### config.mk
export PLATFORM = sky130hd
export DESIGN_NAME = umc_mode_ctrl
export DESIGN_NICKNAME = d
export VERILOG_FILES = /design/src/rtl/umc_pkg.sv /design/src/rtl/umc_mode_ctrl.sv
export SDC_FILE = /design/constraint.sdc
export NUM_CORES = 1
export LEC_CHECK = 0
export CAP_MARGIN = 20
export CORE_MARGIN = 2
export CORE_UTILIZATION = 52
export CTS_CLUSTER_SIZE = 10
export DETAILED_ROUTE_END_ITERATION = 16
export DONT_BUFFER_PORTS = 1
export HOLD_SLACK_MARGIN = 0.12
export MAX_ROUTING_LAYER = met4
export PLACE_DENSITY = 0.73
export REMOVE_ABC_BUFFERS = 1
export SLEW_MARGIN = 30
export SYNTH_ARGS = -nofsm -noshare
export SYNTH_HDL_FRONTEND = slang
export SYNTH_SLANG_ARGS = --single-unit
### constraint.sdc
create_clock -name clk -period 1.8 [get_ports clk]
set_input_delay 0.27 -clock clk [delete_from_list [all_inputs] [get_ports clk]]
set_output_delay 0.27 -clock clk [all_outputs]
set_load 0.03 [all_outputs]
### src/rtl/umc_pkg.sv
// Constants and types for the USB high-speed boost mode control block
package umc_pkg;

  // ---------------------------------------------------------------------------
  // Timing
  // ---------------------------------------------------------------------------
  localparam int CLK_PERIOD_NS  = 100;
  localparam int DIS_MIN_US     = 100;
  localparam int READY_MAX_US   = 500;
  // Least time rounds up, longest time rounds down
  localparam int DIS_MIN_CYC    = (DIS_MIN_US * 1000 + CLK_PERIOD_NS - 1) / CLK_PERIOD_NS;
  localparam int READY_MAX_CYC  = (READY_MAX_US * 1000) / CLK_PERIOD_NS;
  // Settle after release before detection restarts; well inside the ready bound
  localparam int SETTLE_CYC     = 16;
  localparam int CNT_W          = 13;
  localparam int LVL_W          = 2;
  localparam logic [LVL_W-1:0] LVL_RST = 2'h0;

  // ---------------------------------------------------------------------------
  // Modes, Gray coded along the usual path
  // ---------------------------------------------------------------------------
  typedef enum logic [2:0] {
    UMC_SHUTDOWN = 3'h0,
    UMC_SETTLE   = 3'h1,
    UMC_IDLE     = 3'h3,
    UMC_LOWFULL  = 3'h2,
    UMC_HIGH     = 3'h6,
    UMC_EYETEST  = 3'h7
  } umc_mode_t;

  typedef struct packed {
    umc_mode_t         mode;
    logic [CNT_W-1:0]  cnt;
    logic [LVL_W-1:0]  level;
    logic              was_high;
    logic              det;
    logic              boost;
    logic              boost_en;
  } umc_state_t;

endpackage : umc_pkg

### src/rtl/umc_mode_ctrl.sv
// Mode detection and status outputs of the high-speed boost conditioner
`timescale 1ns/1ps
`default_nettype none
module umc_mode_ctrl #(
  parameter int DIS_MIN_CYC = umc_pkg::DIS_MIN_CYC   // Valid disable width in cycles
) (
  input  wire logic                        clk,                   // 10 MHz clock
  input  wire logic                        rst,                   // Sync reset, active high
  input  wire logic                        chip_disable_n,        // Disable, active low
  input  wire logic [umc_pkg::LVL_W-1:0]   boost_level_strap,     // Decoded strap level
  input  wire logic                        ls_detect,             // Low-speed link seen
  input  wire logic                        fs_detect,             // Full-speed link seen
  input  wire logic                        hs_detect,             // High-speed link seen
  input  wire logic                        fixture_detect,        // Compliance fixture seen
  input  wire logic                        disconnect,            // Link went idle
  output logic                             connection_detect_out, // Connection status
  output logic                             hs_boost_active_out,   // Boost status
  output logic                             boost_enable,          // Boost on, both directions
  output logic [umc_pkg::LVL_W-1:0]        boost_level,           // Latched boost level
  output logic                             ready                  // Settled after release
);

  umc_pkg::umc_state_t s_reg;
  umc_pkg::umc_state_t s_next;
  logic                dis_valid;

  // A disable shorter than the minimum width is treated as a glitch
  // Counter saturates, so a very long disable never wraps back into a glitch
  assign dis_valid = (s_reg.cnt >= umc_pkg::CNT_W'(DIS_MIN_CYC));

  // ---------------------------------------------------------------------------
  // Next state
  // ---------------------------------------------------------------------------
  always_comb begin
    s_next = s_reg;
    // Mode moves first; the disable override and the status pairs follow,
    // so the registered outputs always match the mode held next
    case (s_reg.mode)
      umc_pkg::UMC_SHUTDOWN: begin
        if (!chip_disable_n) begin
          if (s_reg.cnt != {umc_pkg::CNT_W{1'b1}}) begin
            s_next.cnt = s_reg.cnt + 1'b1;
          end
        end else if (dis_valid) begin
          // Release: relatch strap, drop speed, keep only high-speed history
          s_next.level = boost_level_strap;
          s_next.cnt   = '0;
          s_next.mode  = umc_pkg::UMC_SETTLE;
        end else begin
          // Too short a pulse: resume where we were, strap untouched
          // Low/full speed and eye test fall back to idle and rediscover the link
          s_next.cnt  = '0;
          s_next.mode = s_reg.was_high ? umc_pkg::UMC_HIGH : umc_pkg::UMC_IDLE;
        end
      end
      umc_pkg::UMC_SETTLE: begin
        s_next.cnt = s_reg.cnt + 1'b1;
        if (s_reg.cnt == umc_pkg::CNT_W'(umc_pkg::SETTLE_CYC - 1)) begin
          s_next.cnt  = '0;
          // Toggle seen while in high speed goes straight to eye
          s_next.mode = s_reg.was_high ? umc_pkg::UMC_EYETEST : umc_pkg::UMC_IDLE;
          s_next.was_high = 1'b0;
        end
      end
      umc_pkg::UMC_IDLE: begin
        if (fixture_detect) begin
          s_next.mode = umc_pkg::UMC_EYETEST;
        end else if (hs_detect) begin
          s_next.mode = umc_pkg::UMC_HIGH;
        end else if (ls_detect || fs_detect) begin
          s_next.mode = umc_pkg::UMC_LOWFULL;
        end
      end
      umc_pkg::UMC_LOWFULL: begin
        if (disconnect) begin
          s_next.mode = umc_pkg::UMC_IDLE;
        end else if (hs_detect) begin
          s_next.mode = umc_pkg::UMC_HIGH;
        end
      end
      umc_pkg::UMC_HIGH: begin
        if (disconnect) begin
          s_next.mode = umc_pkg::UMC_IDLE;
        end
      end
      umc_pkg::UMC_EYETEST: begin
        if (disconnect) begin
          s_next.mode = umc_pkg::UMC_IDLE;
        end
      end
      default: begin
        s_next.mode = umc_pkg::UMC_IDLE;
      end
    endcase
    // Disable low overrides every mode
    if (!chip_disable_n && s_reg.mode != umc_pkg::UMC_SHUTDOWN) begin
      s_next.mode     = umc_pkg::UMC_SHUTDOWN;
      s_next.cnt      = umc_pkg::CNT_W'(1);
      s_next.was_high = (s_reg.mode == umc_pkg::UMC_HIGH);
    end
    // Status pairs per mode; eye test is the only detect-low boost-high pair
    case (s_next.mode)
      umc_pkg::UMC_LOWFULL: begin
        s_next.det   = 1'b1;
        s_next.boost = 1'b0;
      end
      umc_pkg::UMC_HIGH: begin
        s_next.det   = 1'b1;
        s_next.boost = 1'b1;
      end
      umc_pkg::UMC_EYETEST: begin
        s_next.det   = 1'b0;
        s_next.boost = 1'b1;
      end
      default: begin
        s_next.det   = 1'b0;
        s_next.boost = 1'b0;
      end
    endcase
    s_next.boost_en = s_next.boost;
  end

  always_ff @(posedge clk) begin
    if (rst) begin
      s_reg.mode     <= umc_pkg::UMC_SHUTDOWN;
      // Saturated count makes the first release after reset a valid one,
      // so the strap is sampled at power-up as well
      s_reg.cnt      <= '1;
      s_reg.level    <= umc_pkg::LVL_RST;
      s_reg.was_high <= 1'b0;
      s_reg.det      <= 1'b0;
      s_reg.boost    <= 1'b0;
      s_reg.boost_en <= 1'b0;
    end else begin
      s_reg <= s_next;
    end
  end

  // ---------------------------------------------------------------------------
  // Outputs
  // ---------------------------------------------------------------------------
  // One enable for both directions, so a role swap needs no steering
  assign boost_enable          = s_reg.boost_en;
  assign boost_level           = s_reg.level;
  assign connection_detect_out = s_reg.det;
  assign hs_boost_active_out   = s_reg.boost;
  // Ready is a handshake level, decoded straight from the mode register
  assign ready = (s_reg.mode != umc_pkg::UMC_SHUTDOWN) && (s_reg.mode != umc_pkg::UMC_SETTLE);

  // ---------------------------------------------------------------------------
  // Checks
  // ---------------------------------------------------------------------------
  a_shutdown_quiet: assert property (@(posedge clk) disable iff (rst)
    !chip_disable_n |=> !connection_detect_out && !hs_boost_active_out && !boost_enable)
    else $error("outputs active while disabled");
  a_lowfull_pair: assert property (@(posedge clk) disable iff (rst)
    s_reg.mode == umc_pkg::UMC_IDLE && chip_disable_n && !fixture_detect && !hs_detect
      && (ls_detect || fs_detect) |=> connection_detect_out && !hs_boost_active_out)
    else $error("low or full speed status wrong");
  a_fs_noboost: assert property (@(posedge clk) disable iff (rst)
    s_reg.mode == umc_pkg::UMC_LOWFULL
      |-> connection_detect_out && !hs_boost_active_out && !boost_enable)
    else $error("boost on in full speed");
  a_hs_boost: assert property (@(posedge clk) disable iff (rst)
    s_reg.mode == umc_pkg::UMC_IDLE && chip_disable_n && !fixture_detect && hs_detect
      |=> boost_enable && connection_detect_out && hs_boost_active_out)
    else $error("high speed did not boost");
  a_boost_pair: assert property (@(posedge clk) disable iff (rst)
    s_reg.mode == umc_pkg::UMC_HIGH
      |-> boost_enable && connection_detect_out && hs_boost_active_out)
    else $error("status and boost disagree");
  a_fixture_eye: assert property (@(posedge clk) disable iff (rst)
    s_reg.mode == umc_pkg::UMC_IDLE && chip_disable_n && fixture_detect
      |=> !connection_detect_out && hs_boost_active_out && boost_enable)
    else $error("fixture did not enter eye test");
  a_eye_distinct: assert property (@(posedge clk) disable iff (rst)
    !connection_detect_out && hs_boost_active_out |-> s_reg.mode == umc_pkg::UMC_EYETEST)
    else $error("eye test pair seen outside eye test");
  a_eye_holds: assert property (@(posedge clk) disable iff (rst)
    s_reg.mode == umc_pkg::UMC_EYETEST && chip_disable_n && !disconnect
      |=> !connection_detect_out && hs_boost_active_out)
    else $error("eye test left without cause");

  // ---------------------------------------------------------------------------
  // Checks on the disable and release path
  // ---------------------------------------------------------------------------
  a_hs_history: assert property (@(posedge clk) disable iff (rst)
    s_reg.mode == umc_pkg::UMC_HIGH && !chip_disable_n |=> s_reg.was_high)
    else $error("high speed history lost on disable");
  a_toggle_eye: assert property (@(posedge clk) disable iff (rst)
    s_reg.mode == umc_pkg::UMC_SETTLE && s_reg.was_high && chip_disable_n
      && s_reg.cnt == umc_pkg::CNT_W'(umc_pkg::SETTLE_CYC - 1)
      |=> !connection_detect_out && hs_boost_active_out && boost_enable)
    else $error("toggle in high speed missed eye test");
  a_strap_hold: assert property (@(posedge clk) disable iff (rst)
    s_reg.mode != umc_pkg::UMC_SHUTDOWN |=> $stable(boost_level))
    else $error("strap level changed outside release");
  a_relatch_strap: assert property (@(posedge clk) disable iff (rst)
    s_reg.mode == umc_pkg::UMC_SHUTDOWN && chip_disable_n && dis_valid
      |=> s_reg.mode == umc_pkg::UMC_SETTLE && boost_level == $past(boost_level_strap))
    else $error("release did not relatch strap");
  a_short_keep: assert property (@(posedge clk) disable iff (rst)
    s_reg.mode == umc_pkg::UMC_SHUTDOWN && chip_disable_n && !dis_valid
      |=> $stable(boost_level))
    else $error("short disable relatched strap");
  a_disable_count: assert property (@(posedge clk) disable iff (rst)
    s_reg.mode == umc_pkg::UMC_SHUTDOWN && !chip_disable_n && !dis_valid
      |=> s_reg.cnt == $past(s_reg.cnt) + 1'b1)
    else $error("disable width not counted");
  a_settle_quiet: assert property (@(posedge clk) disable iff (rst)
    s_reg.mode == umc_pkg::UMC_SETTLE
      |-> !connection_detect_out && !hs_boost_active_out && !boost_enable)
    else $error("status shown while settling");
  a_settle_ready: assert property (@(posedge clk) disable iff (rst)
    s_reg.mode == umc_pkg::UMC_SETTLE |-> ##[1:16] (ready || !chip_disable_n))
    else $error("settle took too long");
  a_ready_bound: assert property (@(posedge clk) disable iff (rst)
    $rose(chip_disable_n) && s_reg.cnt >= umc_pkg::CNT_W'(DIS_MIN_CYC)
      |-> ##[1:20] (ready || !chip_disable_n))
    else $error("not ready in time after release");

endmodule // umc_mode_ctrl
`default_nettype wire

# [After elaboration in Yosys (flattened, before gate mapping)]
# Cells that the tools add are included.
[word_totals] input_bits=10 regBits=21 word_cells=58 out_inout_bits=6
[op_classes] magnitude_cmp=1 n_mux=20 n_reduce_logical=16 n_addsub=1 eq_ne=13
[ops] op="2-to-1 mux 16 bit" n=3
[ops] op="2-to-1 mux 3 bit" n=9
[ops] op="2-to-1 mux 13 bit" n=2
[ops] op="case mux 13 bit (2 select lines)" n=1
[ops] op="case mux 3 bit (5 select lines)" n=1
[ops] op="adder 13 x 1 -> 13 bit, second input constant" n=1
[ops] op="equality test 13 x 4 -> 1 bit, second input constant" n=1
[ops] op=">= comparator 13 x 10 -> 1 bit, second input constant" n=1
[ops] op="inequality test 13 bit, second input constant" n=1
[ops] op="equality test 3 bit, second input constant" n=4
[ops] op="equality test 3 x 2 -> 1 bit, second input constant" n=3
[ops] op="case mux 2 bit (3 select lines)" n=1
[ops] op="AND reduction 2 bit" n=3
[ops] op="nonzero test 2 bit" n=3
[ops] op="nonzero test 3 bit" n=2
[ops] op="inequality test 4 bit, second input constant" n=1
[ops] op="OR reduction 2 bit" n=2
[ops] op="equality test 3 x 1 -> 1 bit, second input constant" n=1
[ops] op="logical NOT 3 bit" n=1
[ops] op="2-to-1 mux 1 bit" n=3
[ops] op="inequality test 3 x 1 -> 1 bit, second input constant" n=1
[ops] op="inequality test 3 bit, second input constant" n=1
[ops] op="AND reduction 3 bit" n=1
[ops] op="logical AND 1 bit" n=2
[ops] op="other kinds (2)" n=2

# [Longest topological paths before layout]
[depth] ltp_word=8 ltp_mapped=7

# [Worst setup path after synthesis]
# Ideal clock, no wire load.
[synth_timing] path_type="reg-to-reg" from="register s_reg[6] (netlist name)" to="register s_reg[14] (netlist name)" t_required_ps=1666 synth_period_minus_slack_ps=1864 t_arrival_ps=1730 setup_time_ps=134 stages_incl_launch_ff=7 setup_slack_ps=-64 cell_sequence="dfxtp_1 ha_1 and3_1 and4_1 o31ai_1 and3_1 or4_1"
[synth_between] elab_chain_cells=5
[synth_lines] element="start: declaration" line="umc_mode_ctrl.sv:23" source="umc_pkg::umc_state_t s_reg;"
[synth_lines] element="start signal: assignment" line="umc_mode_ctrl.sv:135" source="s_reg <= s_next;"
[synth_lines] element="adder 13 x 1 -> 13 bit" line="umc_mode_ctrl.sv:42, umc_mode_ctrl.sv:57"
[synth_lines] element="2-to-1 mux 13 bit" line="umc_mode_ctrl.sv:41" source="if (s_reg.cnt != {umc_pkg::CNT_W{1'b1}}) begin"
[synth_lines] element="2-to-1 mux 13 bit" line="umc_mode_ctrl.sv:40" source="if (!chip_disable_n) begin"
[synth_lines] element="case mux 13 bit (2 select lines)" line="umc_mode_ctrl.sv:38" source="case (s_reg.mode)"
[synth_lines] element="2-to-1 mux 16 bit" line="umc_mode_ctrl.sv:96" source="if (!chip_disable_n && s_reg.mode != umc_pkg::UMC_SHUTDOWN) begin"
# Several ways; a longest one is shown, not always the timed one. The select of a mux whose other input is x is not followed.
# A chain may end at the register's enable or synchronous reset.

# [Worst setup path in the final report]
[layout_timing] from="register s_reg[7] (netlist name)" to="register s_reg[14] (netlist name)"
# Same word-level chain as after synthesis.

==> impl_metrics.csv <==
group,metric,value,unit
final_layout,drive_gt1_frac,0.2722,
critical_path,start_kind,"flop",
sta,fin_crit_sh,0.9876,
global_route,grt_util_met1,0.3372,
drt,antenna_left,0,
final_layout,final_cells,210,
clock_network,cts_inserted_buffers,3,
synth,synth_compound_area_frac,0.2479,
clock_network,clk_pin_slew,0.13,ns
sta,final.setup.tns,0,ns
worst_hold_path,hold_depth,2,
floorplanning,io_pins,16,
global_route,use_met3,0.03226,
final_layout,largest_reg_flops,17,
synth,ys_seq_elements,21,
synth,synth_top_family_by_area,"simple AND/OR/NAND/NOR gates",
synth,syn_inst,163,
critical_path,rrSetupSlack,0.02,ns
power_and_ir_drop,p_per_area,749.4,nW/µm²
worst_hold_path,min_from,"chip_disable_n",
sta,period_needed,1.778,ns
clock_network,clock_latency,0.32,ns
critical_path,crit-reg2reg-launch,"s_reg[7]$_SDFFE_PP1P_",
synth,synthAdderAreaFrac,0.01837,
flow_run,maxCapViolations,0,
sta,skew,0.008841,ns
synth,synth_edf_count,0,
critical_path,path_cells,"ha_4 > and3_4 > and4_1 > o31ai_1 > and3_1 > or4_1",
global_route,grt_max_degree,21,
clock_network,cts-root-buf,"clkbuf_4",
status,outcome,"complete, no violations",
critical_path,crit_required,2.02,ns
sta,slew_viol_final,0,
critical_path,endpoint_kind,"flop",
placement,portBuffers,0,
critical_path,path_buf_inv,0,
placement,dp_cells,201,
critical_path,worstPathMaxFanout,3,
synth,yosysUniqueCellTypes,52,
global_route,top_usage_layer,"met2",
global_route,antenna_found_initial,0,
synth,seq_area_frac_synth,0.3085,
synth,yosys_warnings,0,
synth,synth-xor-area-share,0.03214,
synth,syn_area,1363,µm²
power_and_ir_drop,ir_drop,0.4721,mV
sta,worst_pin_slew,0.5612,ns
drt,drc,0,
synth,synth_ff_type,"dfxtp_1",
floorplanning,die_h,55.19,µm
power_and_ir_drop,power,1.189,mW
global_route,grt_pass1_wl,5.319,mm
floorplanning,core-area,2477,µm²
critical_path,crit_arrival,1.99,ns
clock_network,clock-sinks,21,
critical_path,critPathKind,"flop to flop",
drt,drt-pass1-iter-count,4,
final_layout,antenna_cells,0,
critical_path,crit_family,"simple AND/OR/NAND/NOR gates",
final_layout,synthToLayoutAreaGrowth,16.44,%
synth,async_reset_ff_frac,0,
worst_hold_path,hp-class,"primary input to flop",
worst_hold_path,holdPathEnd,"s_reg[3]$_SDFFE_PP0P_",
synth,synth-simple-area-share,0.2865,
drt,wirelength,3.545,mm
drt,drt-wirelength-per-cell,16.88,µm
sta,whs,0.1325,ns
critical_path,reg2reg_depth,6,
floorplanning,start_util,0.5500,
drt,drt_iter0_markers,50,
clock_network,ctsHtreeMaxLevel,1,
final_layout,multi_input_area,868.3,µm²
floorplanning,die-area,3046,µm²
global_route,grt_util_all_layers,0.2526,
synth,avgSynthCellArea,8.359,µm²
sta,setup_viol,0,
global_route,grtUsageMet2,0.3810,
final_layout,layout.nets,193,
clock_network,clockBufferDepth,2,
final_layout,fill_cells,200,
global_route,grt_pass1_vias,1200,
clock_network,cts_tree,"built",
global_route,overflow,0,
floorplanning,fp.dieW,55.19,µm
sta,hold_viol_final,0,
critical_path,slowest_stage,"or4_1",
power_and_ir_drop,leakagePower,0.6438,nW
drt,viasPerCell,6.290,
floorplanning,row_count,18,
drt,vias,1321,
placement,hpwl,2.527,mm
sta,fmaxAchievable,0.5625,GHz
final_layout,post-route-util,0.6404,
critical_path,slowest_delay,0.49,ns
synth,synthMuxAreaShare,0.01469,
placement,place_congestion,0.9057,
final_layout,seq_area,431.7,µm²
critical_path,worstReg2RegEnd,"s_reg[14]$_SDFFE_PP1P_",
sta,relSlewSlack,0.6253,
[kinds of logic (layout without fill, tap and decap cells)]
group | Yosys count | count (layout)
compound gates | 48 | 48
buf+inv | 20 | 37
flops | 21 | 21
mux | 2 | 2
simple gates | 65 | 65
fa+ha+maj | 2 | 2
xor+xnor | 5 | 5
[final cells by class]
type,instances,share of cell area
multi-input cells,122,0.5473
flip-flops and latches,21,0.2721
repair buffers,24,0.1183
well taps,30,0.02366
inverters,9,0.02129
clock buffers,3,0.01420
clock inverters,1,0.003155
[metal layers]
| layer | vias up | wire [µm] |
|---|---|---|
| met5 | - | 0 |
| met4 | 0 | 64 |
| met3 | 5 | 221 |
| met2 | 54 | 1684 |
| met1 | 621 | 1574 |
| li1 | 641 | - |
[placed cells by master, fill, tap and decap left out, drive strengths merged, types with 5 or more instances in the layout]
| master | count |
|---|---|
| nor4 | 6 |
| nand4 | 5 |
| o21ai | 16 |
| nand2 | 12 |
| buf | 21 |
| nor2 | 15 |
| nand3 | 7 |
| dfxtp | 21 |
| inv | 9 |
| nor3 | 7 |
[repair_timing]
item / 4_1_cts / 5_1_grt
setup buffers: 0 / 2
endpoints found under the setup margin: 2 / 8
pin swaps: 0 / 4
hold endpoints to repair: 10 / 1
hold buffers: 2 / 1
resized for setup: 3 / 16
[synthesized netlist by cell type, types with 3 or more instances]
master	instances	area, µm²
a211o_1	3	26.28
a21oi_1	3	15.01
buf_4	6	45.04
buf_6	3	33.78
dfxtp_1	21	420.4
inv_1	9	33.78
nand2_1	12	45.04
nand3_1	6	30.03
nand4_1	5	31.28
nor2_1	13	48.80
nor3_1	5	25.02
nor4_1	4	25.02
o211ai_1	3	22.52
o21ai_0	6	30.03
o21ai_1	9	45.04
o32ai_1	3	26.28
xor2_1	3	26.28
[through the flow]
step	worst slack, ns	area (µm²)
global route	-0.008905	1587
global placement	0.01938	1451
floorplan	-0.06459	1271
detailed placement	-0.01880	1451
finish	0.02237	1587
CTS	-0.009621	1508
[worst register-to-register path: stages, from the launching register on]
cell     delay (ns)
dfxtp_2        0.37
ha_4           0.15
and3_4         0.20
and4_1         0.21
o31ai_1        0.07
and3_1         0.18
or4_1          0.49
[worst max-delay path by stage]
| stage | start | to | slack (ns) | cells past startpoint |
|---|---|---|---|---|
| finish | s_reg[7]$_SDFFE_PP1P_ | s_reg[14]$_SDFFE_PP1P_ | 0.02 | 6 |
| global route | s_reg[6]$_SDFFE_PP1P_ | s_reg[14]$_SDFFE_PP1P_ | -0.009 | 6 |
| CTS | s_reg[10]$_SDFFE_PP1P_ | s_reg[14]$_SDFFE_PP1P_ | -0.01 | 5 |
| detailed placement | s_reg[6]$_SDFFE_PP1P_ | s_reg[14]$_SDFFE_PP1P_ | -0.02 | 6 |
| global placement | s_reg[6]$_SDFFE_PP1P_ | s_reg[14]$_SDFFE_PP1P_ | 0.02 | 6 |
| floorplan | s_reg[6]$_SDFFE_PP1P_ | s_reg[14]$_SDFFE_PP1P_ | -0.06 | 6 |
[where the power goes]
part           switching (mW)  internal [mW]  total, mW
clock network           0.164         0.0833      0.247
registers              0.0640          0.513      0.577
logic                   0.194          0.171      0.365
total                   0.421          0.767       1.19
(Power assumes the default switching activity.)
